### src/core/mhcp_regs.vh
`ifndef MHCP_REGS_VH
`define MHCP_REGS_VH
// Register indices on the three select lines
`define MHCP_A_LINE 3'h0
`define MHCP_A_IFC 3'h1
`define MHCP_A_DET 3'h2
`define MHCP_A_TONE 3'h3
`define MHCP_A_DSP 3'h4
`define MHCP_A_GAIN 3'h5
`define MHCP_A_PART 3'h6
`define MHCP_A_SPARE 3'h7
// Field positions
`define MHCP_B_TXEN 1
`define MHCP_B_ANS 0
`define MHCP_B_SWRST 2
`define MHCP_B_CLKSEL 3
`define MHCP_B_DETIE 5
`define MHCP_B_DTMF 4
`define MHCP_B_HOOK 5
`define MHCP_B_CARR 3
`define MHCP_B_MODT1 6
`define MHCP_B_MODT0 5
`define MHCP_B_TM2 4
`define MHCP_B_TM0 2
// Reset values and fixed patterns
`define MHCP_RST_BYTE 8'h00
`define MHCP_GAIN_KEEP 8'h04
`define MHCP_DET_IRQ_MASK 8'h5E
// Part code: upper nibble arbitrary, low bit one, rest undefined
`define MHCP_PART_CODE 8'h51
`define MHCP_BITS_PER_BYTE 4'h8
`define MHCP_BIT_LAST 3'h7
// Transmit mode codes (bits D5..D2 of the line control register)
`define MHCP_TM_EXT 4'h2
`define MHCP_TM_SLAVE 4'h3
// Baud clock dividers: half period of 16x rate and of bit rate
`define MHCP_DIV16_HALF 16'h0020
`define MHCP_BIT_HALF 16'h0200
`endif

### src/core/mhcp_port.v
`timescale 1ns/1ns
`include "mhcp_regs.vh"
module mhcp_port (
  input wire CLK,              // 20 MHz system clock
  input wire RST,              // Sync reset, active high
  input wire ALE,              // Address latch strobe
  input wire CS_N,             // Chip select, active low
  input wire RD_N,             // Read strobe, active low
  input wire WR_N,             // Write strobe, active low
  input wire [7:0] BUS_I,      // Muxed bus lines in
  output reg [7:0] BUS_O,      // Muxed bus lines out
  output wire [7:0] BUS_OE,    // Bus drive enables
  input wire EXT_CLK,          // External timing clock
  input wire XTAL_CLK,         // Crystal echo source
  output wire CLK_OUT,         // Host clock output
  output wire INT_OE,          // Interrupt pulls low when high
  input wire [7:0] DET_IN,     // Live detect flags
  output wire HOOK_OE,         // Hook relay pulls low when high
  input wire TXD,              // Terminal transmit data
  output reg TXD_SAMPLE,       // Sampled transmit data
  output reg TX_BIT_CLK,       // Transmit bit clock
  input wire RX_BIT_IN,        // Demodulated receive bit
  output reg RXD,              // Receive data to terminal
  output reg RX_BIT_CLK,       // Receive bit clock
  output reg TONE_ON,          // Tone generator keyed
  output reg [3:0] TONE_CODE   // Selected tone pair
);
  reg [1:0] ale_s, cs_s, rd_s, wr_s, ex_s, xt_s, txd_s, rxb_s;
  reg [7:0] bus_s1, bus_s;
  reg ale_d, rd_d, wr_d, ex_d;
  reg [2:0] addr_r;
  reg csl_r;
  reg [7:0] sh_r;
  reg [3:0] cnt_r;
  reg int_r;
  reg [7:0] det_d;
  reg [15:0] div16_r, bit_r;
  reg clk16_r;
  wire [7:0] rdata, line_q, ifc_q, tone_q, gain_q;
  wire ale, cs_n, rd_n, wr_n, ex, serial;
  wire rd_fall, wr_rise, ex_fall, ex_rise, ale_fall;
  wire soft_clr, we, det_read;
  wire [2:0] raddr;
  wire [3:0] tmode;
  wire [7:0] wdata;
  wire [7:0] det_chg;
  // Two-flop synchronisers on every pin input except DET_IN and RST
  always @(posedge CLK) begin
    if (RST) begin
      ale_s <= 2'h0;
      cs_s <= 2'h3;
      rd_s <= 2'h3;
      wr_s <= 2'h3;
      ex_s <= 2'h0;
      xt_s <= 2'h0;
      txd_s <= 2'h3;
      rxb_s <= 2'h3;
      bus_s1 <= 8'h00;
      bus_s <= 8'h00;
    end else begin
      ale_s <= {ale_s[0], ALE};
      cs_s <= {cs_s[0], CS_N};
      rd_s <= {rd_s[0], RD_N};
      wr_s <= {wr_s[0], WR_N};
      ex_s <= {ex_s[0], EXT_CLK};
      xt_s <= {xt_s[0], XTAL_CLK};
      txd_s <= {txd_s[0], TXD};
      rxb_s <= {rxb_s[0], RX_BIT_IN};
      bus_s1 <= BUS_I;
      bus_s <= bus_s1;
    end
  end
  assign ale = ale_s[1];
  assign cs_n = cs_s[1];
  assign rd_n = rd_s[1];
  assign wr_n = wr_s[1];
  assign ex = ex_s[1];
  always @(posedge CLK) begin
    if (RST) begin
      ale_d <= 1'b0;
      rd_d <= 1'b1;
      wr_d <= 1'b1;
      ex_d <= 1'b0;
    end else begin
      ale_d <= ale;
      rd_d <= rd_n;
      wr_d <= wr_n;
      ex_d <= ex;
    end
  end
  assign ale_fall = ale_d & ~ale;
  assign rd_fall = rd_d & ~rd_n;
  assign wr_rise = ~wr_d & wr_n;
  assign ex_fall = ex_d & ~ex;
  assign ex_rise = ~ex_d & ex;
  assign serial = ale & ~cs_n;
  always @(posedge CLK) begin
    if (RST) begin
      addr_r <= 3'h0;
      csl_r <= 1'b1;
    end else if (ale_fall) begin
      addr_r <= bus_s[2:0];
      csl_r <= cs_n;
    end
  end
  // serial address read live from the select lines
  assign raddr = serial ? bus_s[2:0] : addr_r;
  always @(posedge CLK) begin
    if (RST) begin
      sh_r <= 8'h00;
      cnt_r <= 4'h0;
    end else if (serial && (rd_fall || wr_rise)) begin
      cnt_r <= 4'h0;
    end else if (serial && ex_fall) begin
      if (!rd_n) begin
        // shift read byte out LSB first
        if (cnt_r != `MHCP_BITS_PER_BYTE) begin
          cnt_r <= cnt_r + 4'h1;
        end
      end else begin
        // shift write byte in LSB first
        sh_r <= {bus_s[7], sh_r[7:1]};
        if (cnt_r != `MHCP_BITS_PER_BYTE) begin
          cnt_r <= cnt_r + 4'h1;
        end
      end
    end
  end
  // store on write rise when selected
  assign we = wr_rise & (serial | ~csl_r);
  assign wdata = serial ? sh_r : bus_s;
  assign soft_clr = ifc_q[`MHCP_B_SWRST];
  mhcp_regfile u_rf (
    .clk(CLK),
    .rst(RST),
    .soft_clr(soft_clr),
    .we(we),
    .waddr(raddr),
    .wdata(wdata),
    .raddr(raddr),
    .det_in(DET_IN),
    .rdata(rdata),
    .line_q(line_q),
    .ifc_q(ifc_q),
    .tone_q(tone_q),
    .gain_q(gain_q)
  );
  // serial data pin drives only in reads
  always @(posedge CLK) begin
    if (RST) begin
      BUS_O <= 8'h00;
    end else if (serial) begin
      BUS_O <= {rdata[cnt_r[2:0]], 7'h00};
    end else begin
      BUS_O <= rdata;
    end
  end
  // no drive unless selected; read and select low
  assign BUS_OE = serial ? {~rd_n & (cnt_r != `MHCP_BITS_PER_BYTE), 7'h00}
                  : {8{~rd_n & ~csl_r & ale_s[1] == 1'b0}};
  assign det_chg = (DET_IN ^ det_d) & `MHCP_DET_IRQ_MASK;
  assign det_read = rd_fall & (serial | ~csl_r) &
                    (raddr == `MHCP_A_DET);
  // held until detect read or software reset; a new change wins over the clear
  always @(posedge CLK) begin
    if (RST) begin
      det_d <= 8'h00;
      int_r <= 1'b0;
    end else begin
      det_d <= DET_IN;
      if (ifc_q[`MHCP_B_DETIE] && |det_chg) begin
        int_r <= 1'b1;
      end else if (det_read || soft_clr) begin
        int_r <= 1'b0;
      end
    end
  end
  assign INT_OE = int_r;
  // relay pin follows hook bit
  assign HOOK_OE = gain_q[`MHCP_B_HOOK];
  // tone select; TONE_ON gated by transmit enable, TONE_CODE not gated
  always @(posedge CLK) begin
    if (RST) begin
      TONE_ON <= 1'b0;
      TONE_CODE <= 4'h0;
    end else begin
      TONE_ON <= tone_q[`MHCP_B_DTMF] & line_q[`MHCP_B_TXEN];
      TONE_CODE <= tone_q[3:0];
    end
  end
  // 16x clock only in phase modes, else crystal
  assign CLK_OUT = (ifc_q[`MHCP_B_CLKSEL] &
                    ~line_q[`MHCP_B_TM2]) ? clk16_r : xt_s[1];
  assign tmode = line_q[`MHCP_B_TM2+1:`MHCP_B_TM0];
  // bit clocks from dividers or external sources
  always @(posedge CLK) begin
    if (RST) begin
      div16_r <= 16'h0000;
      bit_r <= 16'h0000;
      clk16_r <= 1'b0;
      TX_BIT_CLK <= 1'b0;
      RX_BIT_CLK <= 1'b0;
    end else begin
      div16_r <= (div16_r == `MHCP_DIV16_HALF) ? 16'h0000 :
                 div16_r + 16'h0001;
      if (div16_r == `MHCP_DIV16_HALF) begin
        clk16_r <= ~clk16_r;
      end
      bit_r <= (bit_r == `MHCP_BIT_HALF) ? 16'h0000 : bit_r + 16'h0001;
      if (!DET_IN[`MHCP_B_CARR]) begin
        RX_BIT_CLK <= 1'b0;
      end else if (bit_r == `MHCP_BIT_HALF) begin
        RX_BIT_CLK <= ~RX_BIT_CLK;
      end
      if (tmode == `MHCP_TM_EXT) begin
        TX_BIT_CLK <= ex;
      end else if (tmode == `MHCP_TM_SLAVE) begin
        TX_BIT_CLK <= RX_BIT_CLK;
      end else if (bit_r == `MHCP_BIT_HALF) begin
        TX_BIT_CLK <= ~TX_BIT_CLK;
      end
    end
  end
  // external timing sample; otherwise at own rise
  always @(posedge CLK) begin
    if (RST) begin
      TXD_SAMPLE <= 1'b1;
    end else if (tmode == `MHCP_TM_EXT ? ex_rise :
                 (~TX_BIT_CLK & bit_r == `MHCP_BIT_HALF)) begin
      TXD_SAMPLE <= txd_s[1];
    end
  end
  // mark without carrier; change on clock fall
  always @(posedge CLK) begin
    if (RST) begin
      RXD <= 1'b1;
    end else if (!DET_IN[`MHCP_B_CARR]) begin
      RXD <= 1'b1;
    end else if (RX_BIT_CLK && bit_r == `MHCP_BIT_HALF) begin
      RXD <= rxb_s[1];
    end
  end
endmodule

### src/core/mhcp_regfile.v
`timescale 1ns/1ns
`include "mhcp_regs.vh"
// Eight-byte register store with registered read data
module mhcp_regfile (
  input wire clk,        // System clock
  input wire rst,        // Sync reset
  input wire soft_clr,   // Clear control bytes
  input wire we,         // Write strobe
  input wire [2:0] waddr,// Write index
  input wire [7:0] wdata,// Write data
  input wire [2:0] raddr,// Read index
  input wire [7:0] det_in,// Live detect byte
  output reg [7:0] rdata,// Registered read data
  output wire [7:0] line_q,// Line control byte
  output wire [7:0] ifc_q, // Interface control byte
  output wire [7:0] tone_q,// Tone byte
  output wire [7:0] gain_q // Gain byte
);
  reg [7:0] mem_r [0:7];
  integer i;
  assign line_q = mem_r[`MHCP_A_LINE];
  assign ifc_q = mem_r[`MHCP_A_IFC];
  assign tone_q = mem_r[`MHCP_A_TONE];
  assign gain_q = mem_r[`MHCP_A_GAIN];
  always @(posedge clk) begin
    if (rst || soft_clr) begin
      for (i = 0; i < 8; i = i + 1) begin
        mem_r[i] <= `MHCP_RST_BYTE;
      end
      // Gain attenuation bit D2 survives a software reset
      if (!rst) begin
        mem_r[`MHCP_A_GAIN] <= mem_r[`MHCP_A_GAIN] & `MHCP_GAIN_KEEP;
        mem_r[`MHCP_A_DSP] <= mem_r[`MHCP_A_DSP];
      end
    end else if (we && waddr != `MHCP_A_DET &&
                 waddr != `MHCP_A_PART) begin
      mem_r[waddr] <= wdata;
    end
  end
  always @(posedge clk) begin
    if (rst) begin
      rdata <= `MHCP_RST_BYTE;
    end else if (raddr == `MHCP_A_DET) begin
      rdata <= det_in;
    end else if (raddr == `MHCP_A_PART) begin
      rdata <= `MHCP_PART_CODE;
    end else begin
      rdata <= mem_r[raddr];
    end
  end
endmodule

### config.mk
export PLATFORM = sky130hd
export DESIGN_NAME = mhcp_port
export DESIGN_NICKNAME = d
export VERILOG_FILES = /design/src/core/mhcp_port.v /design/src/core/mhcp_regfile.v
export VERILOG_INCLUDE_DIRS = /design/src /design/src/core
export SDC_FILE = /design/constraint.sdc
export NUM_CORES = 1
export LEC_CHECK = 0
export BUFFER_PORTS_ARGS = -buffer_cell sky130_fd_sc_hd__buf_4
export CAP_MARGIN = 20
export CORE_UTILIZATION = 45
export CTS_CLUSTER_DIAMETER = 50
export DETAILED_ROUTE_END_ITERATION = 8
export PLACE_DENSITY_LB_ADDON = 0.08
export SYNTH_ARGS = -nofsm -noshare
export SYNTH_HDL_FRONTEND = slang
export SYNTH_SLANG_ARGS = --single-unit
### constraint.sdc
create_clock -name CLK -period 2.1 [get_ports CLK]
set_input_delay 0.21 -clock CLK [delete_from_list [all_inputs] [get_ports CLK]]
set_output_delay 0.21 -clock CLK [all_outputs]
set_load 0.01 [all_outputs]
==> results of run 1 <==
==> logic make-up (layout without fill, tap and decap cells) <==
kind of cell               count (synthesis)  after routing  synth area share
DFF                                      164            164            0.5778
AOI/OAI and AO/OA                         58             58           0.06877
and+or+nand+nor                          269            269            0.2061
xor gates and xnor gates                  37             37           0.04975
adders and majority gates                  6              6           0.01152
muxes                                     33             33           0.05762
buffers and inverters                     40            146           0.02843
==> worst reg2reg max path: stages (launching register included) <==
cell and delay (ns):
dfxtp_1 0.35, buf_4 0.14, or4b_2 0.58, o31ai_1 0.16
buf_12 0.20, nand2_1 0.08, nand2_2 0.18
==> area by class of cell <==
class,count,area (um^2)
fillers,1224,5954
inverters,12,45.04
clock buffers,22,444.2
clock inverters,10,108.9
multi-input cells,403,2625
repair buffers,102,822.0
well taps,180,225.2
flip-flops and latches,164,3764
==> cell usage after synthesis, types with 2 or more instances <==
library cell  count
dfxtp_1         116
nor2_1          101
edfxtp_1         48
nand2_1          42
nor2b_1          37
mux2i_1          27
xor2_1           22
a21oi_1          17
and3_1           17
clkbuf_1         16
xnor2_1          15
inv_1            12
or2_2            12
nand3_1          11
nor3_1           10
nand4_1           9
o21ai_0           7
a221oi_1          6
buf_4             6
ha_1              6
a22o_1            4
a32oi_1           4
and4_1            4
buf_2             4
nand2b_1          4
nor4b_1           4
a221o_1           3
nand2_2           3
nor4_1            3
o221a_2           3
and2_1            2
mux2_2            2
mux4_2            2
nand3b_1          2
o31ai_1           2
or3_1             2
==> per-layer routing <==
metal	vias up	share of wire	GRT usage
met1	2165	0.46	0.2792
li1	2287	-	-
met2	113	0.48	0.3378
met3	14	0.054	0.05065
met5	-	0	0
met4	0	0.0093	0.07317
==> flip-flops by register name, indices dropped and copies added (netlist names), 3 cells and up <==
register,cells
det_d,5
u_rf.rdata,8
cnt_r,4
div16_r,16
BUS_O,8
bit_r,16
bus_s,8
u_rf.mem_r,48
sh_r,8
addr_r,3
TONE_CODE,4
bus_s1,8
==> what timing repair did <==
action	4_1_cts	5_1_grt
gates resized for setup	1	10
hold buffers	16	0
setup endpoints to repair	1	44
hold endpoints to repair	16	0
==> through the flow <==
stage | hold WS (ns) | worst slack, ns | setup TNS (ns) | total power, mW | util
3_3_place_gp | 0.3957 | -0.03285 | -0.03285 | 3.787 | 0.5191
2_1_floorplan | 0.3119 | -0.03095 | -0.4112 | 3.632 | -
6_report | 0.04668 | 0.1177 | 0 | 6.680 | 0.5743
4_1_cts | 0.02819 | 0.01439 | 0 | 6.746 | 0.5707
3_5_place_dp | 0.3932 | -0.03883 | -0.03883 | 3.795 | 0.5191
5_1_grt | 0.03260 | -0.01039 | -0.01039 | 6.928 | 0.5743
==> where the power goes <==
part,switching (mW),leakage (nW),total (mW),internal [mW]
registers,0.0589,1.46,3.42,3.36
clock network,1.19,0.258,2.93,1.74
logic,0.172,1.41,0.336,0.165
total,1.42,3.12,6.68,5.26
==> path summary, 6_finish.rpt <==
| kind | slack, ns | to | startpoint |
|---|---|---|---|
| hold / removal | 0.05 | det_d[4]$_SDFF_PP0_ | DET_IN[4] |
| setup / recovery | 0.12 | u_rf.mem_r[0][1]$_SDFFCE_PN0P_ | ale_s[1]$_SDFF_PP0_ |
| hold reg to reg | 0.41 | rxb_s[1]$_SDFF_PP1_ | rxb_s[0]$_SDFF_PP1_ |
| setup reg to reg | 0.12 | u_rf.mem_r[0][1]$_SDFFCE_PN0P_ | ale_s[1]$_SDFF_PP0_ |
==> cell usage in the layout, fill, tap and decap left out, types with 4 or more instances in the layout <==
master / n
or2_2: 12
xor2_1: 22
clkbuf_1: 5
a21oi_1: 17
nor2_1: 101
nor3_1: 10
mux2i_1: 27
clkbuf_16: 17
nand2_2: 6
nor2b_1: 37
xnor2_1: 15
edfxtp_1: 48
ha_1: 6
a22o_1: 4
buf_4: 84
a221oi_1: 6
nand4_1: 9
clkinvlp_4: 4
dfxtp_1: 116
nand2_1: 38
o21ai_0: 7
nand3_1: 11
and4_1: 4
a32oi_1: 4
nor4b_1: 4
dlygate4sd3_1: 16
and3_1: 17
inv_1: 12
==> metrics.txt, run 1 <==
vias=4579; Setup Skew=0.009997 ns; fin cells=893; Max IR drop VDD=841.4 uV; vias in the first global route=4400; Crit Path Class=register to register; setup bufs post-CTS=0; critical path's top delay family=simple AND/OR/NAND/NOR gates; cell accounting for the most synthesized area=dfxtp_1; Worst-path clk slew=0.06 ns; Post-Syn Area=0.006514 mm^2; maximum clock rate=0.5045 GHz; total placed cells including tap cells=845; asr flop ratio synth=0; share of post-route cells with drive strength above 1=0.2090; max_slew headroom=0.6566; WP data required=2.22 ns; nets=732; initial antenna violation count=0; Final Hold Vio Count=0; Initial Utilization=0.4657; worst path cell trace=buf_4, or4b_2, o31ai_1, buf_12, nand2_1, nand2_2; H-tree level count=4; Critical Path AT=between 2 and 2.5 ns; die area=0.01496 mm^2; endpoint class of the critical path=register; buffers and inverters on the worst path=2; register area share after synthesis=0.5778; synth warn=0; clock latency on the worst-skew pair=roughly 0.42 ns; Synth Instances=607; main area contributors after synthesis=dfxtp_1, edfxtp_1, nor2_1; share of the synthesized area in the top cell type=0.3565; drt pass-1 iters=5; input/output buffers=53; gr ovfl total=0; status=completed; crit share post-route=0.9440; final setup violating endpoints=0; # rows=43; gpl congestion=0.8957; Die X=122.3 um; CTS Buf Count=17; area of the core=0.01399 mm^2; Most used DFF post-synth=dfxtp_1; TritonCTS clock tree=built; RSZ-0062 raised after global routing=true; Distinct cells, synth=58; flops & latches, synth=164; post-detail-place hpwl=10.40 mm; largest net degree at the start of global routing=between 40 and 50; Tmin final=1.982 ns; DIE HEIGHT=122.3 um; Remaining DRCs=0; Design Area, Final=0.008034 mm^2; ant diodes=0; Max Cap Violations=0; Area Overhead vs Synth=23.34%; critical path peak fanout=13; P_leak=3.124 nW; clk sink count=164; first-pass GRT wire length=23.40 mm; max incr delay on CP=0.58 ns; clock root buffer master=clkbuf_16; worst-path cell with the longest stage delay=or4b_2; DRT iter0 DRCs=347; Post-DRT Antenna Nets=0; final WL=~15 mm; final max-slew violation count=0; Power Density=between 800 and 900 mW/mm^2; Hold WC Path Type=primary input to register; clk buf depth=2; number of flops mapped to enable cells by yosys=48; Hold Path Depth=2; worst slew pin tran=0.5139 ns; Worst path depth=6; r2r worst-path depth=6; Post-DP Area=0.007262 mm^2; Syn Nets=~640; I/O pins=54; WL/cell=16.36 um; Global Route Usage Sum=0.2113; average cell area after synthesis=between 10 and 15 um^2; vias per cell=5.128; CP Launch Type=register
No activity file was read; power rests on OpenSTA's default activity.
==> inputs of run 2 (changes only) <==
- CORE_UTILIZATION: 45 -> 40
- TNS_END_PERCENT: not set -> 50
==> run 2 against run 1 <==
Effect of this change: sequential share of layout area decreased by 0.22 points; first-iteration DRC count decreased by 22%; largest power group unchanged; highest routed layer unchanged; register-to-register slack got worse by 0.05 ns; worst hold slack got worse by 0.023 ns; worst setup slack got worse by 0.048 ns.
==> metrics.txt, run 2 (synthesis results as in run 1) <==
max FFs per register=48 (unchanged); gpl congestion=0.8643 (-3.5%); Final Hold Vio Count=0 (unchanged); WP data required=2.46 ns (+0.24 ns); largest net degree at the start of global routing=68 (+39%); endpoint class of the critical path=register; clk buf depth=2 (unchanged); Global Route Usage Sum=0.1887 (-0.02262); status=completed; Hold Path Depth=2 (unchanged); Top reg by flops=u_rf.mem_r; final WL=14.80 mm (+1.3%); Initial Utilization=0.4101 (-0.05560); crit share post-route=0.9667 (+0.02270); Largest regs=u_rf.mem_r: 48 flops, bit_r: 16 flops, div16_r: 16 flops; Gate power share=0.047 (-0.003); final core occ=0.5083 (-0.06598); vias per cell=4.906 (-4.3%); max incr delay on CP=0.67 ns (+0.09 ns); DIE HEIGHT=129.6 um (+6.0%); worst-path cell with the longest stage delay=or4b_2; Worst-path clk slew=0.06 ns (about the same); P_leak=3.128 nW (+0.15%); worst slew pin tran=0.7127 ns (+0.1988 ns); maximum clock rate=0.4926 GHz (-2.3%); area of the core=0.01589 mm^2 (+14%); vias in the first global route=4470 (+1.6%); final setup violating endpoints=0 (unchanged); Setup Skew=0.009899 ns (-0.00009770 ns); ant diodes=0 (unchanged); r2r worst-path depth=6 (unchanged); Max Cap Violations=0 (unchanged); Tmin final=2.030 ns (+0.04766 ns); worst path cell trace=or4b_2, o31ai_1, buf_4, a221oi_1, nor2_1, o221a_2; TritonCTS clock tree=built; Crit Path Class=register to register; Clk pwr share=0.460 (+0.022); H-tree level count=4 (unchanged); drt pass-1 iters=4 (-1); WL/cell=16.02 um (-2.1%); Die X=129.6 um (+6.0%); CTS Buf Count=17 (unchanged); Sw Ratio=0.2069 (-0.005550); Critical Path AT=2.39 ns (+0.29 ns); # fillers=1451 (+19%); Hold WC Path Type=primary input to register; clock root buffer master=clkbuf_16; max_slew headroom=0.5249 (-0.1317); vias=4533 (-1.0%); # rows=46 (+7.0%); initial antenna violation count=0 (unchanged); Power Density=859.3 mW/mm^2 (+3.3%); register area=0.003765 mm^2 (about the same); Post-DRT Antenna Nets=0 (unchanged); die area=0.01680 mm^2 (+12%); I/O pins=54 (unchanged); CP Launch Type=register; share of post-route cells with drive strength above 1=0.2062 (-0.002761); first-pass GRT wire length=23.34 mm (-0.26%); DRT iter0 DRCs=269 (-22%); input/output buffers=53 (unchanged); clock latency on the worst-skew pair=0.42 ns (about the same); leading cell type in the layout, fill and taps excluded=dfxtp_1; setup bufs post-CTS=0 (unchanged); Remaining DRCs=0 (unchanged); Max IR drop VDD=569.5 uV (-32%); Area Overhead vs Synth=23.97%; RSZ-0062 raised after global routing=false; nets=727 (-0.68%); Net Switching=1.435 mW (+1.2%); sequential share of power=0.493 (-0.019); clk sink count=164 (unchanged); gr ovfl total=0 (unchanged); final max-slew violation count=0 (unchanged); Pint=5.503 mW (+4.6%); footprint of the multi-input gates=0.002597 mm^2 (-1.0%); hold slack=0.02326 ns (-0.02342 ns); post-detail-place hpwl=10.40 mm (about the same); most frequent cells in the layout=dfxtp_1, nor2_1, buf_4; critical path peak fanout=11 (-2)
## run 2: changes by cell type in the layout (fill, tap and decap cells not counted), sizes merged
| cell | before | now |
|---|---|---|
| buf | 86 | 82 |
| bufinv | 2 | 4 |
| clkbuf | 22 | 19 |
| clkinv | 4 | 5 |
| clkinvlp | 4 | 3 |
| dlygate4sd3 | 16 | 15 |
| inv | 12 | 13 |
## run 2: final cells by class
cell class                 count  area share
clock buffer                  19     0.05361
clock inverter                13     0.02262
inverter                      12    0.005578
multi-input combinational    403      0.3217
sequential                   164      0.4662
tap                          216     0.03347
timing repair buffer          97     0.09684
## run 2: metal layers
metal	part of all wire	up-vias	routed length, um	track usage
met3	0.040	14	587	0.04789
met1	0.47	2150	6968	0.2445
li1	-	2277	-	-
met4	0.013	0	193	0.07934
met2	0.48	92	7054	0.2995
met5	0	-	0	0
## run 2: worst max-delay path, delay by kind of cell, from the launching register on
family | cells | cell delay, ns
flops | 1 | 0.36
compound gates | 3 | 0.49
simple gates | 2 | 0.82
buf+inv | 1 | 0.29
## run 2: worst paths after layout
kind / from / endpoint / slack [ns]
max: cs_s[1]$_SDFF_PP1_ / u_rf.rdata[4]$_SDFF_PP0_ / 0.07
min: EXT_CLK / ex_s[0]$_SDFF_PP0_ / 0.02
max reg2reg: cs_s[1]$_SDFF_PP1_ / u_rf.rdata[4]$_SDFF_PP0_ / 0.07
min reg2reg: txd_s[0]$_SDFF_PP1_ / txd_s[1]$_SDFF_PP1_ / 0.41
## run 2: timing repair
item,4_1_cts,5_1_grt
endpoints found under the hold margin,15,0
pin swaps,0,0
hold buffers,15,0
setup endpoints to repair,1,36
gates resized for setup,1,5
## run 2: power by group through the flow
stage | Sequential, mW | Clock (mW) | Combinational [mW]
floorplan | 3.47 | 0 | 0.166
CTS | 3.42 | 3.27 | 0.329
detailed placement | 3.49 | 0 | 0.305
global route | 3.43 | 3.40 | 0.358
global placement | 3.49 | 0 | 0.300
finish | 3.42 | 3.19 | 0.326
## run 2: through the flow
| stage | total power [mW] | worst slack (ns) | instance area, um^2 | cells | TNS [ns] |
|---|---|---|---|---|---|
| 2_1_floorplan | 3.632 | -0.03095 | 6519 | 607 | -0.4112 |
| 3_3_place_gp | 3.786 | 0.09041 | 7277 | 877 | 0 |
| 3_5_place_dp | 3.792 | 0.03728 | 7277 | 877 | 0 |
| 4_1_cts | 7.022 | 0.07318 | 8044 | 924 | 0 |
| 5_1_grt | 7.189 | 0.004177 | 8075 | 924 | 0 |
| 6_report | 6.939 | 0.07003 | 8075 | 924 | 0 |
